--- config.mk ---
export PLATFORM = sky130hd
export DESIGN_NAME = dc_balanced_lane_deserializer
export DESIGN_NICKNAME = d
export VERILOG_FILES = /design/src/pkg/deser_pkg.sv /design/src/pkg/word_stream_if.sv /design/src/core/dc_balanced_lane_deserializer.sv /design/src/core/word_fifo.sv
export VERILOG_INCLUDE_DIRS = /design/src /design/src/pkg
export SDC_FILE = /design/constraint.sdc
export NUM_CORES = 1
export LEC_CHECK = 0
export ABC_CLOCK_PERIOD_IN_PS = 5290
export BUFFER_PORTS_ARGS = -buffer_cell sky130_fd_sc_hd__buf_2
export CAP_MARGIN = 20
export CORE_UTILIZATION = 55
export CTS_BUF_LIST = sky130_fd_sc_hd__clkbuf_4 sky130_fd_sc_hd__clkbuf_8
export DETAILED_ROUTE_END_ITERATION = 10
export PLACE_DENSITY = 0.67
export SYNTH_ARGS = -nofsm -noshare
export SYNTH_HDL_FRONTEND = slang
export SYNTH_SLANG_ARGS = --single-unit
--- constraint.sdc ---
create_clock -name ref_clk -period 5.29 [get_ports ref_clk]
set_input_delay 0.529 -clock ref_clk [delete_from_list [all_inputs] [get_ports ref_clk]]
set_output_delay 0.529 -clock ref_clk [all_outputs]
set_load 0.01 [all_outputs]
--- src/pkg/deser_map.svh ---
// Purpose: offsets, field positions and timing counts of the lane deserializer
// Assumes: ref_clk at 100 MHz
// Notes: definitions only
`ifndef DESER_MAP_SVH
`define DESER_MAP_SVH

`define LANES 3
`define BITS_PER_WORD 9
`define PAYLOAD_BITS 7
`define PAR_BITS 21
`define INV_FLAG_POS 7
`define INV_COMP_POS 8
`define PHASE_STEP 18
`define FIFO_DEPTH 8
`define CNT_BITS 16
`define PHASE_BITS 22

`define CLK_PERIOD_NS 10
`define LINK_MAX_PERIOD_NS 125
`define SLOW_LIMIT_CYC ((`LINK_MAX_PERIOD_NS + `CLK_PERIOD_NS - 1) / `CLK_PERIOD_NS)
`define LOCK_PERIODS 32800

`endif

--- src/pkg/deser_pkg.sv ---
// Purpose: types shared by the lane deserializer
// Assumes: deser_map.svh holds the numbers
// Notes: none
package deser_pkg;
  typedef enum logic [1:0] {
    ST_OFF = 2'h0,
    ST_LOCK = 2'h1,
    ST_RUN = 2'h3
  } state_t;
  typedef logic [20:0] par_word_t;
  typedef logic [8:0] lane_frame_t;
endpackage

--- src/pkg/word_stream_if.sv ---
// Purpose: valid/ready word channel between the deserializer and its FIFO
// Assumes: one clock shared by both ends
// Notes: a word moves on a cycle with valid and ready both high
`timescale 1ns/1ps
interface word_stream_if #(parameter int unsigned W = 21);
  logic valid;
  logic ready;
  logic [W-1:0] data;
  modport src (output valid, output data, input ready);
  modport snk (input valid, input data, output ready);
endinterface
--- src/core/dc_balanced_lane_deserializer.sv ---
// Purpose: receive logic of a three-lane DC-balanced link, nine bits per lane word
// Assumes: ref_clk oversamples the lanes; link clock and lanes arrive unrelated to ref_clk
// Notes: bit timing is recovered from the measured link clock period
// Behaviour
// RULE1: lane 0 feeds outputs 0-6, lane 1 outputs 7-13, lane 2 outputs 14-20.
// RULE2: payload of seven bits is re-inverted when the indicator pair marks inversion.
// RULE3: far end inverts or keeps each word by the sign of its running sum.
// RULE4: far end keeps the data lane running sum spread within 10.
// RULE5: far end keeps the clock lane running sum spread within five.
// RULE6: far end alternates link clock high time between 4/9 and 5/9.
// RULE7: power-down low puts data outputs and output clock in high impedance.
// RULE8: output clock runs at word rate; strobe edge chosen per variant.
// RULE9: link clock rate range is honoured; slower clocks count as stopped.
// RULE10: after power-down release outputs stay low for 32,800 link periods of lock.
// RULE11: stopped or too slow link clock drives all parallel outputs low.
// RULE12: each lane carries nine bits per link clock period.
// RULE13: link clock rising edge starts bit 0; bits 7 and 8 are indicators.
`timescale 1ns/1ps
`include "deser_map.svh"
module dc_balanced_lane_deserializer import deser_pkg::*; #(
  parameter int unsigned LOCK_PERIODS = `LOCK_PERIODS,
  parameter int unsigned SLOW_LIMIT = `SLOW_LIMIT_CYC,
  parameter bit RISING_STROBE = 1'b1
) (
  // clock and reset
  input wire logic ref_clk,
  input wire logic rst_b,
  // link pins
  input wire logic forwarded_link_clock_in,
  input wire logic serial_lane0_in_p,
  input wire logic serial_lane1_in_p,
  input wire logic serial_lane2_in_p,
  input wire logic power_down_n,
  // parallel side
  output logic [`PAR_BITS-1:0] parallel_data_out,
  output logic parallel_data_oe_n,
  output logic parallel_strobe_clock_out,
  output logic strobe_clock_oe_n
);
  logic [`LANES-1:0] lane_meta_q;
  logic [`LANES-1:0] lane_sync_q;
  logic link_meta_q;
  logic link_sync_q;
  logic link_prev_q;
  logic pd_meta_q;
  logic pd_sync_q;
  logic [`CNT_BITS-1:0] per_cnt_q;
  logic [`CNT_BITS-1:0] period_q;
  logic [`PHASE_BITS-1:0] acc_q;
  logic [`PHASE_BITS-1:0] thr_q;
  logic [3:0] bit_idx_q;
  logic word_done_q;
  lane_frame_t frame_q [`LANES];
  logic [`LANES-1:0] inv;
  par_word_t decoded;
  logic push_valid_q;
  par_word_t push_data_q;
  par_word_t data_q;
  logic strobe_q;
  state_t state_q;
  state_t state_d;
  logic [`CNT_BITS-1:0] lock_cnt_q;

  word_stream_if #(.W(`PAR_BITS)) push_s ();
  word_stream_if #(.W(`PAR_BITS)) pop_s ();

  // pins cross into ref_clk through two flops each
  always_ff @(posedge ref_clk or negedge rst_b) begin
    if (!rst_b) begin
      lane_meta_q <= '0;
      lane_sync_q <= '0;
      {link_meta_q, link_sync_q, link_prev_q} <= 3'h0;
      {pd_meta_q, pd_sync_q} <= 2'h0;
    end else begin
      lane_meta_q <= {serial_lane2_in_p, serial_lane1_in_p, serial_lane0_in_p};
      lane_sync_q <= lane_meta_q;
      {link_meta_q, link_sync_q, link_prev_q} <= {forwarded_link_clock_in, link_meta_q, link_sync_q};
      {pd_meta_q, pd_sync_q} <= {power_down_n, pd_meta_q};
    end
  end

  wire link_rise = link_sync_q & ~link_prev_q;
  wire slow = (per_cnt_q >= `CNT_BITS'(SLOW_LIMIT)); // RULE9 RULE11
  wire run = (state_q == ST_RUN);
  wire [`CNT_BITS-1:0] per_cnt_inc = (per_cnt_q == 16'hFFFF) ? per_cnt_q : per_cnt_q + 16'h1;

  // link period in ref_clk cycles, measured rise to rise
  always_ff @(posedge ref_clk or negedge rst_b) begin
    if (!rst_b) begin
      per_cnt_q <= '0;
      period_q <= '0;
    end else begin
      per_cnt_q <= link_rise ? '0 : per_cnt_inc;
      if (link_rise) begin
        period_q <= per_cnt_inc;
      end
    end
  end

  // bit k is sampled once acc reaches (2k+1)*period, the middle of bit k
  wire sample_fire = (bit_idx_q < 4'(`BITS_PER_WORD)) && (acc_q >= thr_q); // RULE12
  wire word_done = sample_fire && (bit_idx_q == 4'(`BITS_PER_WORD - 1));
  wire [`PHASE_BITS-1:0] period_ext = `PHASE_BITS'(period_q);

  always_ff @(posedge ref_clk or negedge rst_b) begin
    if (!rst_b) begin
      acc_q <= '0;
      thr_q <= '0;
      bit_idx_q <= 4'h0;
      word_done_q <= 1'b0;
    end else begin
      word_done_q <= word_done;
      if (link_rise) begin
        acc_q <= `PHASE_BITS'(`PHASE_STEP); // RULE13
        thr_q <= period_ext;
        bit_idx_q <= 4'h0;
      end else begin
        acc_q <= acc_q + `PHASE_BITS'(`PHASE_STEP);
        if (sample_fire) begin
          thr_q <= thr_q + (period_ext << 1);
          bit_idx_q <= bit_idx_q + 4'h1;
        end
      end
    end
  end

  for (genvar i = 0; i < `LANES; i++) begin : g_lane
    always_ff @(posedge ref_clk or negedge rst_b) begin
      if (!rst_b) begin
        frame_q[i] <= '0;
      end else if (sample_fire) begin
        frame_q[i][bit_idx_q] <= lane_sync_q[i];
      end
    end
    assign inv[i] = frame_q[i][`INV_FLAG_POS] & ~frame_q[i][`INV_COMP_POS]; // RULE13
    assign decoded[i*`PAYLOAD_BITS +: `PAYLOAD_BITS] =
      frame_q[i][`PAYLOAD_BITS-1:0] ^ {`PAYLOAD_BITS{inv[i]}}; // RULE1 RULE2
  end

  // a word waits here while the FIFO is full; the next word is then dropped
  wire push_blocked = push_valid_q && !push_s.ready;
  assign push_s.valid = push_valid_q;
  assign push_s.data = push_data_q;

  always_ff @(posedge ref_clk or negedge rst_b) begin
    if (!rst_b) begin
      push_valid_q <= 1'b0;
      push_data_q <= '0;
    end else if (!run) begin
      push_valid_q <= 1'b0;
    end else if (word_done_q && !push_blocked) begin
      push_valid_q <= 1'b1;
      push_data_q <= decoded;
    end else if (push_s.ready) begin
      push_valid_q <= 1'b0;
    end
  end

  word_fifo #(.WIDTH(`PAR_BITS), .DEPTH(`FIFO_DEPTH)) u_fifo (
    .ref_clk(ref_clk),
    .rst_b(rst_b),
    .clear(!run),
    .in_s(push_s.snk),
    .out_s(pop_s.src)
  );

  // one word leaves per link period, on the link rise
  assign pop_s.ready = run && link_rise;
  wire pop = pop_s.valid && pop_s.ready;

  always_ff @(posedge ref_clk or negedge rst_b) begin
    if (!rst_b) begin
      data_q <= '0;
      strobe_q <= 1'b0;
    end else begin
      data_q <= !run ? '0 : (pop ? pop_s.data : data_q); // RULE10 RULE11
      strobe_q <= run & (link_sync_q ^ RISING_STROBE); // RULE8
    end
  end

  assign parallel_data_out = data_q;
  assign parallel_strobe_clock_out = strobe_q;
  assign parallel_data_oe_n = (state_q == ST_OFF); // RULE7
  assign strobe_clock_oe_n = (state_q == ST_OFF); // RULE7

  always_comb begin
    state_d = state_q;
    unique case (state_q)
      ST_OFF: begin
        if (pd_sync_q) state_d = ST_LOCK;
      end
      ST_LOCK: begin
        if (!pd_sync_q) state_d = ST_OFF;
        else if (link_rise && !slow && lock_cnt_q == `CNT_BITS'(LOCK_PERIODS - 1)) state_d = ST_RUN; // RULE10
      end
      ST_RUN: begin
        if (!pd_sync_q) state_d = ST_OFF; // RULE7
        else if (slow) state_d = ST_LOCK; // RULE11
      end
      default: state_d = ST_OFF;
    endcase
  end

  always_ff @(posedge ref_clk or negedge rst_b) begin
    if (!rst_b) begin
      state_q <= ST_OFF;
      lock_cnt_q <= '0;
    end else begin
      state_q <= state_d;
      if (state_q != ST_LOCK || slow) begin
        lock_cnt_q <= '0;
      end else if (link_rise) begin
        lock_cnt_q <= lock_cnt_q + 16'h1; // RULE10
      end
    end
  end

  wire push_takes = word_done_q && run && !push_blocked;
endmodule

--- src/core/word_fifo.sv ---
// Purpose: word buffer between the lane decoder and the parallel output stage
// Assumes: DEPTH is a power of two
// Notes: clear empties it at once; storage has no reset
`timescale 1ns/1ps
module word_fifo #(
  parameter int unsigned WIDTH = 21,
  parameter int unsigned DEPTH = 8
) (
  // clock and reset
  input wire logic ref_clk,
  input wire logic rst_b,
  input wire logic clear,
  // fill and drain sides
  word_stream_if.snk in_s,
  word_stream_if.src out_s
);
  localparam int unsigned AW = $clog2(DEPTH);

  logic [WIDTH-1:0] mem_q [DEPTH];
  logic [AW:0] wr_q;
  logic [AW:0] rd_q;

  wire full = (wr_q[AW] != rd_q[AW]) && (wr_q[AW-1:0] == rd_q[AW-1:0]);
  wire empty = (wr_q == rd_q);
  wire push = in_s.valid && !full;
  wire pop = out_s.ready && !empty;

  assign in_s.ready = !full;
  assign out_s.valid = !empty;
  assign out_s.data = mem_q[rd_q[AW-1:0]];

  always_ff @(posedge ref_clk or negedge rst_b) begin
    if (!rst_b) begin
      wr_q <= '0;
      rd_q <= '0;
    end else if (clear) begin
      wr_q <= '0;
      rd_q <= '0;
    end else begin
      wr_q <= wr_q + (AW+1)'(push);
      rd_q <= rd_q + (AW+1)'(pop);
    end
  end

  always_ff @(posedge ref_clk) begin
    if (push) begin
      mem_q[wr_q[AW-1:0]] <= in_s.data;
    end
  end
endmodule

# == Word-level counts from Yosys, hierarchy flattened ==
# Memories as Yosys holds them, arrays and structs flattened.
# Cells that the tools add are included.
# word_totals
mem_bits_rw,168
n_memories,1
output_inout_bits,24
register_bits,189
wordCells,114
# op_classes
mux,29
n_reduce_logical,21
bitwise_logic,13
add_sub_neg,7
magnitude_cmp,5
n_eq_ne,14
# mem_list
name,depth,width,rd,rd_clocked_by_memory_dff,write_ports,line,source
u_fifo.mem_q,8,21,1,0,1,word_fifo.sv:19,logic [WIDTH-1:0] mem_q [DEPTH];
# ops
cell,count
22-bit 2-to-1 mux,3
16-bit 2-to-1 mux,4
21-bit 2-to-1 mux,2
"16-bit by 1-bit adder with 16-bit output, second input constant",2
"16-bit == test, second input constant",2
9-bit bitwise mux,3
22-bit by 17-bit adder with 22-bit output,1
"22-bit by 5-bit adder with 22-bit output, second input constant",1
22-bit >= comparator,1
7-bit bitwise XOR,3
"16-bit by 4-bit >= comparator with 1-bit output, second input constant",1
4-bit 2-to-1 mux,4
1-bit logical AND,11
2-bit 2-to-1 mux,5
"3-bit != test, second input constant",3
4-bit by 1-bit adder with 4-bit output,2
1-bit 2-to-1 mux,6
"2-bit by 1-bit != test with 1-bit output, second input constant",3
2-bit case mux with 3 select lines,1
1-bit bitwise AND,5
"4-bit by 5-bit < comparator with 1-bit output, second input constant",1
1-bit inverter,5
"4-bit by 1-bit adder with 4-bit output, second input constant",1
1-bit demux with 4-bit select,1
other kinds (14),18

# == Depth between registers and ports, before layout ==
# Gate-level depths: netlist (run 1).
# logic_depth
word_depth,7
depth_mapped,10
ltp_nobuf,9

# == Cells and area by module ==
# From an unflattened synthesis (run 1), not the netlist that was laid out.
# unflattened
cells_unflattened,1240
area_unflattened_um2,15877.7
# modules_own_cells
mod,cells_each,instances,area_per_inst_um2
dc_balanced_lane_deserializer,904,1,8883.5
word_fifo,336,1,6994.2

# == Least setup slack after synthesis (run 1) ==
# OpenSTA, ideal clock, no wires.
# synth_path
path_kind,reg-to-reg
from,register u_fifo.rd_q[0]
to,"memory u_fifo.mem_q[1][0], enable pin"
slack_ns,2.112
n_path_buf,1
stages_incl_launch_ff,7
arrival_time_ns,2.752
setup_time_ns,0.425
required_ns,4.865
path_cell_list,dfrtp_1 > clkbuf_1 > xor2_1 > nor3_1 > a21boi_0 > nand2_1 > nor3_1
# synth_via
elab_chain_len,6
# synth_lines
element,line,source
start: declaration,word_fifo.sv:21,logic [AW:0] rd_q;
start signal: assignment,word_fifo.sv:41,rd_q <= rd_q + (AW+1)'(pop);
3-bit == test,word_fifo.sv:23,wire full = (wr_q[AW] != rd_q[AW]) && (wr_q[AW-1:0] == rd_q[AW-1:0]);
1-bit logical AND,word_fifo.sv:23,
1-bit logical NOT,word_fifo.sv:25,wire push = in_s.valid && !full;
1-bit logical AND,word_fifo.sv:25,
1-bit 2-to-1 mux,word_fifo.sv:46,if (push) begin
1-bit 2-to-1 mux (implied by the code),word_fifo.sv:47,mem_q[wr_q[AW-1:0]] <= in_s.data;
end: declaration,word_fifo.sv:19,
# No other way between the ends.

# == Final worst setup path (run 1) ==
# layout_path
from,register u_fifo.rd_q[1]
to,"memory u_fifo.mem_q[0][6], enable pin"
# The elaborated chain is that of the path after synthesis.

==> results of run 1 <==
==> power groups by stage <==
stage          logic [uW]  clock network (uW)  registers (uW)
2_1_floorplan         501                   0            3150
3_3_place_gp          643                   0            3180
3_5_place_dp          652                   0            3180
4_1_cts               660                2670            3130
5_1_grt               761                2800            3150
6_report              656                2600            3130
==> flip-flops by register name, indices dropped and copies added, names as in the netlist, 2 cells and up <==
signal and cells:
state_q 2, lock_cnt_q 16, lane_meta_q 3, acc_q 21, push_data_q 21, bit_idx_q 4, u_fifo.mem_q 168, frame_q 27
period_q 16, thr_q 22, per_cnt_q 16, parallel_data_out 21, lane_sync_q 3, u_fifo.wr_q 4, u_fifo.rd_q 4
==> layout make-up <==
class / count / area, sq um / share of cell area (%)
sequential: 356 / 9752 / 55.19
timing repair buffer: 50 / 311.5 / 1.763
clock buffer: 92 / 1135 / 6.423
inverter: 35 / 131.4 / 0.7435
clock inverter: 17 / 183.9 / 1.041
multi-input combinational: 744 / 5683 / 32.16
tap: 378 / 473.0 / 2.677
==> cells in the mapped netlist (7+ instances only) <==
cell | number | area, sq um
dfrtp_1 | 188 | 4705
edfxtp_1 | 168 | 5045
nor2_1 | 134 | 503.0
nand2_1 | 82 | 307.8
a21oi_1 | 57 | 285.3
ha_1 | 51 | 638.1
xnor2_1 | 45 | 394.1
mux4_2 | 42 | 945.9
xor2_1 | 39 | 341.6
inv_1 | 35 | 131.4
mux2i_1 | 35 | 350.3
nand3_1 | 34 | 170.2
clkbuf_1 | 32 | 120.1
mux2_1 | 27 | 304.0
a211oi_1 | 22 | 165.2
o21ai_1 | 21 | 105.1
nand4_1 | 15 | 93.84
o21ai_0 | 15 | 75.07
and3_1 | 14 | 87.58
nand2b_1 | 14 | 87.58
a21o_1 | 10 | 75.07
buf_2 | 9 | 45.04
nor2b_1 | 9 | 56.30
nor3_1 | 8 | 40.04
a31oi_1 | 7 | 43.79
buf_1 | 7 | 26.28
==> metal layers <==
layer	share of wire [%]	vias to the layer above
met5	0	-
met4	1.6	0
met3	4.1	43
met2	49	169
met1	46	4517
li1	-	4435
==> worst max path at each step <==
stage / startpoint / end / slack, ps
after floorplan: u_fifo.rd_q[0] / u_fifo.mem_q[1][0] / 2110
final: u_fifo.rd_q[1] / u_fifo.mem_q[0][6] / 2560
after global placement: thr_q[2] / thr_q[3] / 2460
after detailed placement: thr_q[2] / thr_q[3] / 2440
after CTS: thr_q[2] / thr_q[3] / 2430
after global routing: u_fifo.rd_q[1] / u_fifo.mem_q[1][2] / 2290
==> logic make-up after synthesis <==
kind of cell	after synthesis	share of synthesized area, %
and+or+nand+nor	342	10.26
muxes	104	10.17
buffers and inverters	86	2.219
xor gates and xnor gates	85	4.781
adders and majority gates	52	4.184
DFF	356	61.98
AOI/OAI and AO/OA	161	6.396
==> per-stage QoR <==
stage / power, uW / hold WS, ps
after global placement: 3820 / 334.3
final: 6384 / -5.911
after CTS: 6458 / 0.4672
after floorplan: 3648 / 233.4
after detailed placement: 3831 / 334.7
after global routing: 6711 / 4.585
==> results.json, run 1 <==
{
  "status": "finished with violations",
  "violations": "negative hold slack",
  "slowest_delay_ps": 510,
  "worstSkewPairLatency_ps": 610,
  "die_area_sq_mm": 0.02928,
  "path_depth": 7,
  "drive_above_1_share_pct": 17.62,
  "p_int_uw": 4810,
  "path_max_fanout": 45,
  "htree_levels": 2,
  "layout_commonest_cell": "dfrtp_1",
  "clockPowerShare_pct": 40.7,
  "finalInstanceArea_sq_mm": 0.01767,
  "r2r_slack_ps": 2560,
  "grt_setup_unrepaired": "no",
  "avgSynthCellArea_sq_um": 13.26,
  "r2r_start": "u_fifo.rd_q[1]",
  "grt_util_met3_pct": 3.447,
  "switching_share_pct": 24.65,
  "worst_path_max_delay_cell": "buf_4",
  "drc_errors": 0,
  "final_cells": 1672,
  "place_ws_ps": 2441,
  "arrival_ps": 3010,
  "yosysSeqAreaShare_pct": 61.98,
  "die_x_um": 171.1,
  "ios": 31,
  "p_leak_uw": 0.006745,
  "crit_required_ps": 5570,
  "crit_chain": "buf_4 -> xor2_1 -> nor3_1 -> a21boi_0 -> nand2b_1 -> nor3_2 -> buf_4",
  "cp_top_family": "buffers and inverters",
  "cp-start-kind": "flip-flop",
  "ys_types": 66,
  "cp_num_buf_inv": 2,
  "fill_cells": 2166,
  "dp_hpwl_um": 18580,
  "syn_to_final_growth_pct": 12.34,
  "numClockSinks": 356,
  "worstSetupPathType": "flip-flop to flip-flop",
  "synth_ff_type": "dfrtp_1",
  "cts_setup_buffers": 0,
  "grtUsageTotal_pct": 21.82,
  "worstMarginPinSlew_ps": 914.7,
  "worst_slack_ps": 2556,
  "diodes": 0,
  "grt_overflow_total": 0,
  "cts-root-buf": "clkbuf_8",
  "grt_use_met1_pct": 29.07,
  "syn_inst": 1186,
  "period_needed_ps": 2734,
  "routabilityCongestion": 0.8218,
  "cts_tree": "yes",
  "post-route-util_pct": 63.25,
  "dr.first_iter.drc_count": 585,
  "cts_buffers": 58,
  "die_h_um": 171.1,
  "met2_usage_pct": 37.17,
  "hold_buffers": 1,
  "start_util_pct": 56.31,
  "syn_area_sq_mm": 0.01573,
  "final.setup.tns_ps": 0,
  "ant_nets": 0,
  "finalSetupViolCount": 0,
  "fmax_ghz": 0.3658,
  "grt_most_used_layer": "met2",
  "period_share_pct": 51.68,
  "power-per-cell-area_mw_per_mm2": 361.3,
  "via_count": 9164,
  "finalHoldViolations": 2,
  "async_reset_ff_share_pct": 52.81,
  "grt_max_degree": 98,
  "port-buffer-count": 30,
  "vias_per_cell": 5.481,
  "synth_seq_cells": 356,
  "placedCellCount": 1561,
  "clkTransAtPathRegs_ps": 60,
  "comb_power_share_pct": 10.3,
  "endpoint_kind": "flip-flop",
  "maxCapViolCount": 0,
  "grt_pass1_vias": 9399,
  "maxSlewViolCount": 0,
  "synth_edf_count": 168,
  "seq_power_share_pct": 49.0,
  "clockBufferDepth": 3,
  "core_sq_mm": 0.02793,
  "r2r_end": "u_fifo.mem_q[0][6]",
  "final_nets": 1304,
  "post_cts_resized": 0,
  "rr_worst_depth": 7,
  "rows": 61,
  "syn-num-nets": 1245,
  "placed_area_sq_mm": 0.01633,
  "hold_ws_ps": -5.911,
  "ys_warn_count": 0,
  "grt_pass1_wl_um": 49250,
  "routedWlPerCell_um": 17.84,
  "antenna_found_initial": 0,
  "hp-class": "primary input to async pin",
  "wl_um": 29830,
  "p_switching_uw": 1573,
  "max_slew_margin_pct": 38.87,
  "crit_top_cell": "buf_4",
  "ir_drop_mv": 0.2155,
  "firstDrtPassIters": 5,
  "finalClockSkew_ps": 27.67,
  "final_cell_mix": "186 x dfrtp_1, 168 x edfxtp_1, 127 x nor2_1"
}
No activity file was read; power rests on OpenSTA's default activity.
==> run 2, diff against run 1 <==
ABC_CLOCK_PERIOD_IN_PS = 2500   (was 5290)
PLACE_DENSITY = 0.7   (was 0.67)
clock period = 2.5 ns   (was 5.29 ns; I/O delays follow)
==> run 2 against run 1 <==
  * The flow finishes with violations (negative setup slack)
  * Clock power rose by 100%
  * Die area did not move
  * Core utilization rose by 1.7 points
  * Sequential power rose by 110%
  * Clock skew rose by 8.5 ps
  * Register-to-register slack got worse by 2600 ps
  * Critical endpoint is now frame_q[26]
  * Largest cell class unchanged
==> results.json, run 2 (synthesis gave the netlist of run 1 again) <==
{
  "worstSkewPairLatency_ps": 610,
  "core_sq_mm": 0.02793,
  "p_total_uw": 13460,
  "final.setup.tns_ps": -66.30,
  "arrival_ps": 3000,
  "p_int_uw": 9990,
  "vias_per_cell": 5.586,
  "drive_above_1_share_pct": 20.51,
  "port-buffer-count": 30,
  "maxCapViolCount": 0,
  "start_util_pct": 56.31,
  "finalInstanceArea_sq_mm": 0.01816,
  "crit_required_ps": 2980,
  "comb_power_share_pct": 12.2,
  "firstDrtPassIters": 5,
  "routabilityCongestion": 0.8240,
  "grt_setup_unrepaired": "yes",
  "wl_um": 30460,
  "layout_commonest_cell": "dfrtp_1",
  "power-per-cell-area_mw_per_mm2": 741.6,
  "cp-start-kind": "flip-flop",
  "period_share_pct": 100.8,
  "placed_area_sq_mm": 0.01661,
  "via_count": 9546,
  "grt_pass1_vias": 9496,
  "seq_power_share_pct": 49.3,
  "hp-class": "primary input to async pin",
  "status": "finished with violations",
  "clockPowerShare_pct": 38.5,
  "grt_pass1_wl_um": 48800,
  "worst_slack_ps": -20.37,
  "dp_hpwl_um": 19170,
  "die_h_um": 171.1,
  "switching_share_pct": 25.81,
  "cts-root-buf": "clkbuf_8",
  "endpoint_kind": "flip-flop",
  "rows": 61,
  "ios": 31,
  "ant_nets": 0,
  "final_cell_mix": "185 x dfrtp_1, 168 x edfxtp_1, 123 x nor2_1",
  "worstMarginPinSlew_ps": 964.9,
  "finalHoldViolations": 0,
  "cts_tree": "yes",
  "grtUsageTotal_pct": 21.51,
  "grt_overflow_total": 0,
  "finalClockSkew_ps": 36.17,
  "dr.first_iter.drc_count": 570,
  "largest_reg_flops": 168,
  "routedWlPerCell_um": 17.82,
  "max_slew_margin_pct": 35.52,
  "finalSetupViolCount": 4,
  "cts_buffers": 57,
  "p_leak_uw": 0.006924,
  "numClockSinks": 356,
  "period_needed_ps": 2520,
  "worstSetupPathType": "flip-flop to flip-flop",
  "drc_errors": 0,
  "syn_to_final_growth_pct": 15.43,
  "clkTransAtPathRegs_ps": 60,
  "p_switching_uw": 3475,
  "final_nets": 1343,
  "place_ws_ps": 55.69,
  "diodes": 0,
  "violations": "negative setup slack",
  "rr_worst_depth": 9,
  "maxSlewViolCount": 0,
  "clockBufferDepth": 3,
  "fmax_ghz": 0.3968,
  "htree_levels": 2,
  "die_x_um": 171.1,
  "grt_max_degree": 71,
  "antenna_found_initial": 0,
  "die_area_sq_mm": 0.02928,
  "ir_drop_mv": 0.4429,
  "path_max_fanout": 4
}
==> run 2: cell types whose count changed in the layout (fill, tap and decap cells not counted), sizes merged <==
| cell | delta |
|---|---|
| buf | +35 |
| clkbuf | -12 |
| clkinv | +9 |
| dlygate4sd3 | +5 |
==> run 2: path summary, 6_finish.rpt <==
path / startpoint / to / slack (ps)
setup reg to reg: thr_q[7] / frame_q[26] / -20
setup / recovery: thr_q[7] / frame_q[26] / -20
hold / removal: rst_b / parallel_data_out[12] / 210
min in group ref_clk: serial_lane0_in_p / lane_meta_q[0] / 300
max in group asynchronous: rst_b / frame_q[0] / 1480
hold reg to reg: pd_meta_q / pd_sync_q / 320
==> run 2: repair_timing <==
item | in CTS | in global routing
resized for setup | 0 | 28
endpoints found under the setup margin | 0 | 44
buffers inserted | 0 | 17
endpoints found under the hold margin | 69 | 0
hold buffers | 6 | 0
==> run 2: routing by layer <==
layer	GRT usage [%]	routed length (um)	vias to the layer above
met4	6.561	497	0
met1	28.98	13700	4804
met5	0	0	-
met2	36.20	15070	187
met3	3.169	1194	48
li1	-	-	4507
==> run 2: cell type report <==
class | instances | area [sq um]
Clock buffer | 80 | 994.7
Clock inverter | 26 | 221.5
Fill cell | 2046 | 9778
Inverter | 35 | 131.4
Multi-Input combinational cell | 744 | 5833
Sequential cell | 356 | 9753
Tap cell | 378 | 473.0
Timing Repair Buffer | 90 | 749.5
==> run 2: worst max-delay path: stages (launching register included) <==
cell and delay, ps:
dfrtp_1 370, inv_1 90, ha_4 270, nand4_1 140
nor2_2 220, o31ai_4 120, a311o_1 360, a21boi_2 190
nand4_1 270, mux2_4 380
==> run 2: power groups by stage <==
stage,clock [uW],sequential [uW],combinational (uW)
detailed placement,0,6750,1440
global placement,0,6740,1380
finish,5190,6640,1640
CTS,5300,6640,1460
global route,5560,6670,1830
floorplan,0,6660,1060
==> run 2: per-stage QoR <==
| step | hold WS [ps] | instances | utilization [%] |
|---|---|---|---|
| 2_1_floorplan | -45.59 | 1186 | - |
| 3_3_place_gp | 309.5 | 1580 | 59.47 |
| 3_5_place_dp | 313.9 | 1580 | 59.47 |
| 4_1_cts | 222.3 | 1692 | 64.04 |
| 5_1_grt | 263.9 | 1709 | 65.00 |
| 6_report | 209.5 | 1709 | 65.00 |
